[config.mk]
export PLATFORM = sky130hd
export DESIGN_NAME = asbrg_top
export DESIGN_NICKNAME = d
export VERILOG_FILES = /design/src/rtl/asbrg_pkg.sv /design/src/rtl/asbrg_cfg_if.sv /design/src/rtl/asbrg_chan.sv /design/src/rtl/asbrg_top.sv
export SDC_FILE = /design/constraint.sdc
export NUM_CORES = 1
export LEC_CHECK = 0
export BUFFER_PORTS_ARGS = -buffer_cell sky130_fd_sc_hd__clkbuf_2
export CORE_ASPECT_RATIO = 1.5
export CORE_MARGIN = 4
export CORE_UTILIZATION = 36
export DETAILED_ROUTE_END_ITERATION = 7
export PLACE_DENSITY = 0.5
export SLEW_MARGIN = 0
export SYNTH_ARGS = -nofsm -noshare
export SYNTH_HDL_FRONTEND = slang
export SYNTH_SLANG_ARGS = --single-unit
[constraint.sdc]
create_clock -name clk_sys_i -period 4 [get_ports clk_sys_i]
set_input_delay 1.2 -clock clk_sys_i [delete_from_list [all_inputs] [get_ports clk_sys_i]]
set_output_delay 1.2 -clock clk_sys_i [all_outputs]
set_load 0.1 [all_outputs]
[src/rtl/asbrg_pkg.sv]
package asbrg_pkg;
    localparam int unsigned ASBRG_CH_N = 2;
    // Prescale ratios
    localparam logic [4:0] ASBRG_PRE_DIV_LO = 5'h0a;
    localparam logic [4:0] ASBRG_PRE_DIV_HI = 5'h1e;
    // Sampling ratios
    localparam logic [6:0] ASBRG_SMP_DIV_LO = 7'h10;
    localparam logic [6:0] ASBRG_SMP_DIV_HI = 7'h40;
    // External clock divide
    localparam logic [4:0] ASBRG_EXT_DIV = 5'h10;
    localparam logic [2:0] ASBRG_SPEED_EXT = 3'h7;
    localparam logic [2:0] ASBRG_SPEED_RST = 3'h0;
    localparam logic ASBRG_PRESCALE_RST = 1'b0;
    localparam logic ASBRG_SMP_RATIO_RST = 1'b0;
    localparam int unsigned ASBRG_CNT_W = 17;
    localparam int unsigned ASBRG_FCTR = 3;

    typedef enum logic [1:0] {
        ASBRG_SRC_INT = 2'b01,
        ASBRG_SRC_EXT = 2'b10
    } asbrg_src_e;
endpackage : asbrg_pkg

[src/rtl/asbrg_cfg_if.sv]
`timescale 1ns/100ps
interface asbrg_cfg_if;
    import asbrg_pkg::*;
    logic prescale_select;
    logic sampling_ratio_select;
    logic [2:0] speed_select;
    logic ext_clk;
    logic baud_tick;
    logic bit_tick;
    modport ctl (output prescale_select, output sampling_ratio_select, output speed_select,
                 output ext_clk, input baud_tick, input bit_tick);
    modport gen (input prescale_select, input sampling_ratio_select, input speed_select,
                 input ext_clk, output baud_tick, output bit_tick);
endinterface : asbrg_cfg_if

[src/rtl/asbrg_chan.sv]
`timescale 1ns/100ps
module asbrg_chan
    import asbrg_pkg::*;
(
    input wire logic clk_sys_i,
    input wire logic rst_i,
    asbrg_cfg_if.gen cfg
);
    typedef struct packed {
        logic [ASBRG_CNT_W-1:0] cnt;
        logic [3:0] ext_cnt;
        logic ext_q;
        logic baud;
        logic bit_t;
        logic [5:0] smp_cnt;
    } asbrg_chan_s;

    asbrg_chan_s st_reg;
    asbrg_chan_s st_next;
    logic [ASBRG_CNT_W-1:0] div_top;
    logic [5:0] smp_top;
    logic ext_rise;

    // =====================================
    // Divider
    always_comb
    begin
        // Top of the internal divider: prescale x 2^speed minus 1, the sampling stage follows
        div_top = (ASBRG_CNT_W)'(cfg.prescale_select ? ASBRG_PRE_DIV_HI : ASBRG_PRE_DIV_LO)
                  << cfg.speed_select;
        div_top = div_top - 17'h00001;
        smp_top = cfg.sampling_ratio_select ? 6'(ASBRG_SMP_DIV_HI - 7'h01)
                                            : 6'(ASBRG_SMP_DIV_LO - 7'h01);
        ext_rise = cfg.ext_clk & ~st_reg.ext_q;
        st_next = st_reg;
        st_next.baud = 1'b0;
        st_next.bit_t = 1'b0;
        st_next.ext_q = cfg.ext_clk;
        if (cfg.speed_select == ASBRG_SPEED_EXT)
        begin
            // External source: one bit time per 16 edges, sampling stage bypassed
            st_next.cnt = '0;
            st_next.smp_cnt = '0;
            if (ext_rise)
            begin
                st_next.baud = 1'b1;
                st_next.ext_cnt = st_reg.ext_cnt + 4'h1;
                if (st_reg.ext_cnt == 4'(ASBRG_EXT_DIV - 5'h01))
                begin
                    st_next.bit_t = 1'b1;
                end
            end
        end
        else
        begin
            st_next.ext_cnt = '0;
            if (st_reg.cnt >= div_top)
            begin
                st_next.cnt = '0;
                st_next.baud = 1'b1;
                if (st_reg.smp_cnt >= smp_top)
                begin
                    st_next.smp_cnt = '0;
                    st_next.bit_t = 1'b1;
                end
                else
                begin
                    st_next.smp_cnt = st_reg.smp_cnt + 6'h01;
                end
            end
            else
            begin
                st_next.cnt = st_reg.cnt + 17'h00001;
            end
        end
    end

    always_ff @(posedge clk_sys_i or posedge rst_i)
    begin
        if (rst_i)
        begin
            st_reg <= '0;
        end
        else
        begin
            st_reg <= st_next;
        end
    end

    assign cfg.baud_tick = st_reg.baud;
    assign cfg.bit_tick = st_reg.bit_t;
endmodule : asbrg_chan

[src/rtl/asbrg_top.sv]
`timescale 1ns/100ps
// Summary of operation
// - Prescale divides system clock by 10 when select is 0, 30 when 1.
// - Sampling division is 16 when ratio select is 0, 64 when 1.
// - Speed codes 000-110 multiply divisor by 1 to 64; 111 picks external clock.
// - External clock source gives a bit rate of external clock divided by 16.
// - Reset clears prescale select; clear-to-send status follows its pin.
module asbrg_top
    import asbrg_pkg::*;
(
    input wire logic clk_sys_i,
    input wire logic rst_i,
    input wire logic [ASBRG_CH_N-1:0] cfg_we_i,
    input wire logic [ASBRG_CH_N-1:0] prescale_select_i,
    input wire logic [ASBRG_CH_N-1:0] sampling_ratio_select_i,
    input wire logic [3*ASBRG_CH_N-1:0] speed_select_i,
    input wire logic [ASBRG_CH_N-1:0] ext_clk_i,
    input wire logic [ASBRG_CH_N-1:0] clear_to_send_n_i,
    output logic [ASBRG_CH_N-1:0] prescale_select_o,
    output logic [ASBRG_CH_N-1:0] sampling_ratio_select_o,
    output logic [3*ASBRG_CH_N-1:0] speed_select_o,
    output logic [ASBRG_CH_N-1:0] clear_to_send_n_o,
    output logic [ASBRG_CH_N-1:0] ext_src_o,
    output logic [ASBRG_CH_N-1:0] sample_tick_o,
    output logic [ASBRG_CH_N-1:0] bit_tick_o
);
    typedef struct packed {
        logic [ASBRG_CH_N-1:0] pre_sel;
        logic [ASBRG_CH_N-1:0] smp_sel;
        logic [3*ASBRG_CH_N-1:0] ss;
        logic [ASBRG_CH_N-1:0] cts;
    } asbrg_top_s;

    asbrg_top_s st_reg;
    asbrg_top_s st_next;

    // =====================================
    // Configuration fields
    always_comb
    begin
        st_next = st_reg;
        // Status tracks the pin, reset loads all ones
        st_next.cts = clear_to_send_n_i;
        for (int i = 0; i < ASBRG_CH_N; i++)
        begin
            if (cfg_we_i[i])
            begin
                st_next.pre_sel[i] = prescale_select_i[i];
                st_next.smp_sel[i] = sampling_ratio_select_i[i];
                st_next.ss[3*i +: 3] = speed_select_i[3*i +: 3];
            end
        end
    end

    always_ff @(posedge clk_sys_i or posedge rst_i)
    begin
        if (rst_i)
        begin
            st_reg.pre_sel <= {ASBRG_CH_N{ASBRG_PRESCALE_RST}};
            st_reg.smp_sel <= {ASBRG_CH_N{ASBRG_SMP_RATIO_RST}};
            st_reg.ss <= {ASBRG_CH_N{ASBRG_SPEED_RST}};
            st_reg.cts <= '1;
        end
        else
        begin
            st_reg <= st_next;
        end
    end

    assign prescale_select_o = st_reg.pre_sel;
    assign sampling_ratio_select_o = st_reg.smp_sel;
    assign speed_select_o = st_reg.ss;
    assign clear_to_send_n_o = st_reg.cts;

    // =====================================
    // Channel generators
    for (genvar g = 0; g < ASBRG_CH_N; g++)
    begin : g_ch
        asbrg_cfg_if cfg_if ();
        assign cfg_if.prescale_select = st_reg.pre_sel[g];
        assign cfg_if.sampling_ratio_select = st_reg.smp_sel[g];
        assign cfg_if.speed_select = st_reg.ss[3*g +: 3];
        // Caller keeps this below clock/40, edges are not filtered
        assign cfg_if.ext_clk = ext_clk_i[g];
        assign ext_src_o[g] = (st_reg.ss[3*g +: 3] == ASBRG_SPEED_EXT);
        assign sample_tick_o[g] = cfg_if.baud_tick;
        assign bit_tick_o[g] = cfg_if.bit_tick;
        asbrg_chan u_chan (
            .clk_sys_i(clk_sys_i),
            .rst_i(rst_i),
            .cfg(cfg_if.gen)
        );
    end
endmodule : asbrg_top

# [Word-level counts from Yosys, hierarchy flattened]
# Cells that the tools add are included.
[totals] register_bits=72 latchBits=0 ramBits=0 romBits=0 elab_cells=67 mem_count=0
[classes] n_addsub=8 multipliers=0 div_mod_pow=0 magnitude_cmp=4 eq_ne=6 shift=2 muxes=22 bitwise=4 reduce_logical=2
[op_table] op="two-way mux 21 bit" n=2
[op_table] op="adder 17 x 1 -> 17 bit, second input constant" n=2
[op_table] op="greater-or-equal comparator 17 bit" n=2
[op_table] op="two-way mux 17 bit" n=2
[op_table] op="<< shifter 17 x 3 -> 17 bit" n=2
[op_table] op="subtractor 17 x 1 -> 17 bit, second input constant" n=2
[op_table] op="two-way mux 8 bit" n=4
[op_table] op="two-way mux 6 bit" n=4
[op_table] op="adder 6 x 1 -> 6 bit, second input constant" n=2
[op_table] op="greater-or-equal comparator 6 bit" n=2
[op_table] op="two-way mux 5 bit" n=2
[op_table] op="adder 4 x 1 -> 4 bit, second input constant" n=2
[op_table] op="equality test 4 bit, second input constant" n=2
[op_table] op="two-way mux 4 bit" n=2
[op_table] op="equality test 3 bit, second input constant" n=2
[op_table] op="two-way mux 1 bit" n=4
[op_table] op="two-way mux 2 bit" n=2
[op_table] op="!= test 2 x 1 -> 1 bit, second input constant" n=2
[op_table] op="nonzero test 2 bit" n=2
[op_table] op="bitwise AND 1 bit" n=2
[op_table] op="inverter 1 bit" n=2

# [Longest topological paths before layout]
# Gate-level depths: netlist of the first run.
[depth] ltp_word=6 ltp_mapped=15

# [Modules after synthesis]
# A second synthesis of the first run with hierarchy kept.
[hier_totals] cells_unflattened=470 area_unflattened_um2=4568.1
[modules_own_cells] mod="asbrg_chan (g_ch[1].u_chan)" instances=1 cells_each=229 area_each_um2=2065.7 seq_area_each_um2=750.7
[modules_own_cells] mod="asbrg_chan (g_ch[0].u_chan)" instances=1 cells_each=212 area_each_um2=2040.7 seq_area_each_um2=750.7
[modules_own_cells] mod="asbrg_top" instances=1 cells_each=29 area_each_um2=461.7 seq_area_each_um2=302.8

# [Least setup slack after synthesis of the first run]
# No wires, ideal clock.
[synth_timing] path_type="reg-to-reg" start="reg st_reg (netlist bit speed_select_o[5])" end="reg g_ch[1].u_chan.st_reg[5] in the netlist's numbering" setup_time_ns=0.126 t_arrival_ns=3.705 required_ns=3.874 slack_ns=0.169 path_stages_with_launch=12 n_path_buf=1 path_cell_list="dfrtp_1 -> nand3_1 -> inv_1 -> nand2_1 -> ha_1 -> nand4_1 -> nor4_1 -> a21oi_1 -> nand3_1 -> clkbuf_1 -> o21ai_0 -> o2bb2ai_1"
[synth_via] elab_cells_between_ends=6 classes_between="1 x add/sub; 1 x order compare; 1 x eq/ne; 1 x shift; 1 x mux; 1 x reduce/logical"
[synth_rtl] element="start: declaration" line_no="asbrg_top.sv:34" rtl="asbrg_top_s st_reg;"
[synth_rtl] element="start signal: assignment" line_no="asbrg_top.sv:66" rtl="st_reg <= st_next;"
[synth_rtl] element="equality test 3 bit *"
[synth_rtl] element="net ext_src_o[1]" line_no="asbrg_top.sv:23" rtl="output logic [ASBRG_CH_N-1:0] ext_src_o,"
[synth_rtl] element="two-way mux 8 bit or nonzero test 2 bit (tied branches)"
[synth_rtl] element="end signal: assignment" line_no="asbrg_chan.sv:86" rtl="st_reg <= st_next;"
[synth_rtl] element="end: declaration" line_no="asbrg_chan.sv:18" rtl="asbrg_chan_s st_reg;"
# Mark *: on every way through the listed nets, which the timed path passes. The rest lies on a longest branch.
# A chain may end at the register's enable or synchronous reset.

# [Worst setup path after layout of the first run]
[layout_timing] start="reg st_reg (netlist bit speed_select_o[0])" end="reg g_ch[0].u_chan.st_reg[3] in the netlist's numbering"
[layout_via] elab_chain_len=4 elab_cells_between_ends=6 classes_between="1 x add/sub; 1 x order compare; 1 x eq/ne; 1 x shift; 1 x mux; 1 x reduce/logical"
[layout_lines] element="<< shifter 17 x 3 -> 17 bit" line_no="asbrg_chan.sv:29" rtl="div_top = (ASBRG_CNT_W)'(cfg.prescale_select ? ASBRG_PRE_DIV_HI : ASBRG_PRE_DIV_LO)"
[layout_lines] element="subtractor 17 x 1 -> 17 bit" line_no="asbrg_chan.sv:31" rtl="div_top = div_top - 17'h00001;"
[layout_lines] element="greater-or-equal comparator 17 bit" line_no="asbrg_chan.sv:57" rtl="if (st_reg.cnt >= div_top)"
[layout_lines] element="nonzero test 2 bit (no line)"
[layout_lines] element="end signal: assignment" line_no="asbrg_chan.sv:86"
[layout_lines] element="end: declaration" line_no="asbrg_chan.sv:18"
# Parallel ways exist; a longest one is shown, timed or not.

==> impl_metrics.env, run 1 <==
export IMPL_clk_pin_slew_ps=60
export IMPL_avgRoutedWirePerCell_um=13.6
export IMPL_diodes=0
export IMPL_hold_viol=0
export IMPL_maxSlewViolCount=0
export IMPL_ff_latch_area_um2=1800
export IMPL_r2r_start="speed_select_o[0]"
export IMPL_hold_class="register to register"
export IMPL_area_growth_pct=14.9
export IMPL_synthCells=459
export IMPL_path_buf_inv=1
export IMPL_layout_nets=560
export IMPL_synth_top_flop_cell="dfrtp_1"
export IMPL_ys_ff_latch=72
export IMPL_start_util_pct=37.1
export IMPL_drv_cap=0
export IMPL_synthAdderAreaFrac_pct=12.8
export IMPL_synth_compound_gate_area_share_pct=11.7
export IMPL_fin_util_pct=42.6
export IMPL_status="completed"
export IMPL_chipHeight_um=142
export IMPL_grt_pass1_wl_um=15600
export IMPL_relSlewSlack_pct=38.0
export IMPL_yosys_area_share_simple_pct=19.1
export IMPL_cts_root_buf="clkbuf_16"
export IMPL_fin_worst_skew_ps=4.73
export IMPL_combinationalPowerShare_pct=20.7
export IMPL_synth_xor_area_share_pct=7.54
export IMPL_cts_resized=0
export IMPL_p_switching_uw=681
export IMPL_clockPowerShare_pct=39.1
export IMPL_multiInputGateArea_um2=2340
export IMPL_fin_tns_setup_ps=0
export IMPL_die_w_um=97.2
export IMPL_r2r_setup_slack_ps=620
export IMPL_synth_edff_count=0
export IMPL_dr_pass1_iters=4
export IMPL_grt_max_degree=73
export IMPL_ir_drop_v=0.000247
export IMPL_grt_ovfl_total=0
export IMPL_arrival_ps=3610
export IMPL_fillers=1137
export IMPL_final_cell_mix="dfrtp_1 (70), nor2_1 (54), nand2_1 (44), ha_1 (44), clkbuf_2 (35)"
export IMPL_synth_mux_area_share_pct=2.44
export IMPL_rows=48
export IMPL_intPower_mw=1.53
export IMPL_cp_common_cell="nand2_1"
export IMPL_ys_warn_count=0
export IMPL_synth_top_family_by_area="simple AND/OR/NAND/NOR gates"
export IMPL_netSwitchingFraction_pct=30.9
export IMPL_p_leak_nw=2.39
export IMPL_cts_setup_buffers=0
export IMPL_power_per_cell_area_nw_per_um2=447
export IMPL_critPathRequiredTime_ps=4230
export IMPL_drive_gt1_share_pct=13.1
export IMPL_ys_types=47
export IMPL_path_cells="inv_1, nand2_1, nand2_1, ha_1, nand2_1, xnor2_1, a22oi_1, ha_1, and4_1, a41oi_1, a21oi_1, or4_4, a21bo_2, o31ai_1"
export IMPL_rsz0062_at_grt="false"
export IMPL_dp_hpwl_um=6700
export IMPL_clk_latency_ps=330
export IMPL_min_period_ps=3380
export IMPL_crit_start="speed_select_o[0]"
export IMPL_startpoint_type="register"
export IMPL_seq_power_share_pct=40.2
export IMPL_avgSynthCellArea_um2=9.37
export IMPL_min_from="g_ch[1].u_chan.st_reg[0]"
export IMPL_core_area_um2=11600
export IMPL_cts_tree="done"
export IMPL_die_area_um2=13800
export IMPL_portBuffers=35
export IMPL_synth_seq_area_share_pct=42.0
export IMPL_ant_nets=0
export IMPL_crit_type="register to register"
export IMPL_clk_path_buf_depth=2
export IMPL_setup_viol=0
export IMPL_fmax_mhz=296
export IMPL_critPathMaxStageDelay_ps=680
export IMPL_htree_levels=3
export IMPL_via_per_inst=5.06
export IMPL_wirelength_um=8910
export IMPL_antenna_found_initial=0
export IMPL_async_reset_ff_share_pct=100
export IMPL_cts_buffers=9
export IMPL_critPathSlowestCell="or4_4"
export IMPL_worst_pin_slew_ps=930
export IMPL_largest_reg_flops=56
export IMPL_drc=0
export IMPL_finalCritPeriodShare_pct=84.4
export IMPL_first_global_vias=3314
export IMPL_crit_fanout=22
export IMPL_num_vias=3306
export IMPL_clock_sinks=72
export IMPL_track_usage_pct=13.8
export IMPL_cp_end_kind="register"
export IMPL_io_pins=36
export IMPL_synth_area_um2=4300
export IMPL_drtIter0Drc=89
export IMPL_layout_cells_most_common="dfrtp_1"
export IMPL_post_cts_hold_buffer_count=0
export IMPL_gp_congestion=0.810
export IMPL_cp_top_family="simple AND/OR/NAND/NOR gates"
[cells in the mapped netlist, types with 11 or more instances]
| master | n | area share, % |
|---|---|---|
| a21oi_1 | 28 | 3.3 |
| clkbuf_1 | 11 | 0.96 |
| dfrtp_1 | 70 | 41 |
| ha_1 | 44 | 13 |
| inv_1 | 18 | 1.6 |
| nand2_1 | 44 | 3.8 |
| nand3_1 | 29 | 3.4 |
| nand4_1 | 13 | 1.9 |
| nor2_1 | 54 | 4.7 |
| o21ai_0 | 23 | 2.7 |
| xnor2_1 | 19 | 3.9 |
| xor2_1 | 18 | 3.7 |
[path summary, 6_finish.rpt]
check / to / cells past startpoint
worst max-delay path: g_ch[0].u_chan.st_reg[3] / 14
worst min-delay path: g_ch[1].u_chan.st_reg[0] / 1
worst max register to register: g_ch[0].u_chan.st_reg[3] / 14
worst min register to register: g_ch[1].u_chan.st_reg[0] / 1
max in group asynchronous: g_ch[1].u_chan.st_reg[3] / 3
min in group asynchronous: g_ch[0].u_chan.cfg.baud_tick / 3
[kinds of logic (layout without fill, tap and decap cells)]
group,count (synthesis),after routing
DFF,72,72
and+or+nand+nor,175,175
AOI/OAI and AO/OA,81,81
adders and majority gates,44,44
xor gates and xnor gates,37,37
buffers and inverters,39,74
muxes,10,10
other,1,10
[layer usage]
layer,routed length [um],share of wire (%),vias up,track usage (%)
li1,-,-,1675,-
met1,3900,44,1582,16.9
met2,4650,52,39,24.5
met3,223,2.5,10,2.46
met4,134,1.5,0,5.03
met5,0,0,-,0
[through the flow]
step	instances	power (mW)	hold WS [ps]	worst slack [ps]	cell area, um2
3_5_place_dp	637	1.37	497	630	4620
4_1_cts	653	2.25	508	588	4940
6_report	653	2.21	505	624	4940
2_1_floorplan	468	1.26	461	169	4330
5_1_grt	653	2.35	525	367	4940
3_3_place_gp	637	1.35	487	715	4620
[power by group through the flow]
stage | combinational (mW) | clock (mW) | sequential, mW
2_1_floorplan | 0.339 | 0 | 0.921
3_3_place_gp | 0.455 | 0 | 0.900
3_5_place_dp | 0.467 | 0 | 0.900
4_1_cts | 0.469 | 0.891 | 0.887
5_1_grt | 0.525 | 0.921 | 0.900
6_report | 0.457 | 0.862 | 0.887
[final cells by class]
cell class,instances,area share (%)
inverter,18,1.37
clock buffer,11,4.91
tap,150,3.80
clock inverter,5,1.65
timing repair buffer,40,4.30
multi-input combinational,357,47.5
sequential,72,36.5
No activity file was read; power rests on OpenSTA's default activity.
==> run 2, diff against run 1 <==
==> constraint.sdc (replaced) <==
create_clock -name clk_sys_i -period 3.5 [get_ports clk_sys_i]
set_input_delay 1.05 -clock clk_sys_i [delete_from_list [all_inputs] [get_ports clk_sys_i]]
set_output_delay 1.05 -clock clk_sys_i [all_outputs]
set_load 0.1 [all_outputs]
==> run 2 against run 1 <==
  * Sequential share of layout area down 0.15 points
  * Non-clock buffer count is 1 higher
  * Sequential power rose by 14%
  * Clock power increased by 15%
  * First-iteration DRC count down 40%
  * Total power up 15%
  * Clock skew up 0.95 ps
  * Critical endpoint is now g_ch[0].u_chan.st_reg[4]
  * Largest power group unchanged
==> impl_metrics.env, run 2 (synthesis gave the netlist of run 1 again) <==
export IMPL_cts_tree="done"
export IMPL_io_pins=36
export IMPL_drtIter0Drc=53
export IMPL_area_growth_pct=15.6
export IMPL_cts_root_buf="clkbuf_16"
export IMPL_p_leak_nw=2.37
export IMPL_htree_levels=3
export IMPL_r2r_cells=14
export IMPL_hold_class="register to register"
export IMPL_worst_pin_slew_ps=574
export IMPL_grt_pass1_wl_um=16000
export IMPL_clk_path_buf_depth=2
export IMPL_finalInstanceArea_um2=4970
export IMPL_dp_hpwl_um=6840
export IMPL_place_area_um2=4650
export IMPL_avgRoutedWirePerCell_um=14.1
export IMPL_placed_cells=638
export IMPL_r2r_setup_slack_ps=200
export IMPL_grt_ovfl_total=0
export IMPL_portBuffers=35
export IMPL_core_area_um2=11600
export IMPL_critPathMaxStageDelay_ps=680
export IMPL_clockPowerShare_pct=39.1
export IMPL_grt_max_degree=54
export IMPL_report_power_total_mw=2.54
export IMPL_pre_cts_ws_ps=128
export IMPL_netSwitchingFraction_pct=31.1
export IMPL_post_cts_hold_buffer_count=0
export IMPL_ir_drop_v=0.000264
export IMPL_clk_pin_slew_ps=60
export IMPL_fin_util_pct=42.9
export IMPL_cp_end_kind="register"
export IMPL_p_switching_uw=790
export IMPL_first_global_vias=3300
export IMPL_dr_pass1_iters=4
export IMPL_layout_cells_most_common="dfrtp_1"
export IMPL_fin_worst_skew_ps=5.68
export IMPL_fin_tns_setup_ps=0
export IMPL_path_buf_inv=1
export IMPL_rows=48
export IMPL_r2r_start="speed_select_o[0]"
export IMPL_setup_viol=0
export IMPL_seq_power_share_pct=39.9
export IMPL_status="completed"
export IMPL_clk_latency_ps=330
export IMPL_start_util_pct=37.1
export IMPL_chipHeight_um=142
export IMPL_critPathSlowestCell="or4_4"
export IMPL_rsz0062_at_grt="false"
export IMPL_crit_start="speed_select_o[0]"
export IMPL_combinationalPowerShare_pct=21.0
export IMPL_startpoint_type="register"
export IMPL_layout_nets=561
export IMPL_power_per_cell_area_nw_per_um2=510
export IMPL_relSlewSlack_pct=61.9
export IMPL_diodes=0
export IMPL_final_cell_mix="dfrtp_1 (67), nor2_1 (54), nand2_1 (44), ha_1 (44), clkbuf_2 (35)"
export IMPL_cp_common_cell="nand2_1"
export IMPL_min_from="g_ch[1].u_chan.st_reg[0]"
export IMPL_track_usage_pct=14.2
export IMPL_whs_ps=496
export IMPL_fmax_mhz=303
export IMPL_path_cells="inv_2, nand2_1, nand2_1, ha_1, nand2_1, xnor2_1, a22oi_1, ha_1, nand2_1, o21ai_0, a221o_1, or4_4, a21bo_2, o31ai_1"
export IMPL_maxSlewViolCount=0
export IMPL_drc=0
export IMPL_antenna_found_initial=0
export IMPL_intPower_mw=1.75
export IMPL_stdcell_count=654
export IMPL_ant_nets=0
export IMPL_hold_viol=0
export IMPL_min_period_ps=3300
export IMPL_cts_buffers=9
export IMPL_holdPathEnd="g_ch[1].u_chan.st_reg[0]"
export IMPL_die_area_um2=13800
export IMPL_cp_top_family="simple AND/OR/NAND/NOR gates"
export IMPL_crit_type="register to register"
export IMPL_gp_congestion=0.805
export IMPL_drv_cap=0
export IMPL_wirelength_um=9240
export IMPL_drive_gt1_share_pct=14.5
export IMPL_crit_fanout=22
export IMPL_hold_depth=1
export IMPL_r2r_end="g_ch[0].u_chan.st_reg[4]"
export IMPL_die_w_um=97.2
export IMPL_largest_reg_flops=56
export IMPL_num_vias=3301
export IMPL_arrival_ps=3540
export IMPL_finalCritPeriodShare_pct=94.4
export IMPL_critPathRequiredTime_ps=3730
export IMPL_clock_sinks=72
export IMPL_via_per_inst=5.05
export IMPL_setup_slack_ps=195
==> run 2: cell count changes in the layout (fill, tap and decap cells not counted), sizes merged <==
cell      before  now
inv           18   16
clkinv         2    1
clkinvlp       1    4
buf            5    6
==> run 2: routing by layer <==
metal | GRT usage (%) | vias to the layer above | wire [um] | share of wire, %
met5 | 0 | - | 0 | 0
met1 | 17.5 | 1583 | 4110 | 44
li1 | - | 1668 | - | -
met3 | 2.80 | 13 | 256 | 2.8
met2 | 24.5 | 37 | 4650 | 50
met4 | 5.98 | 0 | 218 | 2.4
==> run 2: layout make-up <==
cell class                      instances  area, um2
Inverter                               18       75.1
Sequential cell                        72       1810
Clock buffer                           11        243
Clock inverter                          5       80.1
Tap cell                              150        188
Multi-Input combinational cell        357       2340
Fill cell                            1142       6620
Timing Repair Buffer                   41        233
==> run 2: worst max path at each step <==
stage | end | slack (ps) | cells past startpoint
final | g_ch[0].u_chan.st_reg[4] | 200 | 14
after global routing | g_ch[0].u_chan.st_reg[4] | 10 | 14
after CTS | g_ch[0].u_chan.st_reg[4] | 120 | 14
after detailed placement | g_ch[0].u_chan.st_reg[4] | 130 | 14
after global placement | g_ch[0].u_chan.st_reg[4] | 240 | 14
after floorplan | g_ch[1].u_chan.st_reg[5] | -100 | 11
==> run 2: what timing repair did <==
action / 4_1_cts / 5_1_grt
gates resized for setup: 0 / 2
buffers inserted: 0 / 0
endpoints found under the setup margin: 0 / 5
==> run 2: power groups by stage <==
stage	clock (mW)	sequential, mW	combinational, mW
floorplan	0	1.05	0.389
global placement	0	1.03	0.529
detailed placement	0	1.03	0.541
CTS	1.03	1.01	0.544
global route	1.07	1.02	0.598
finish	0.991	1.01	0.533
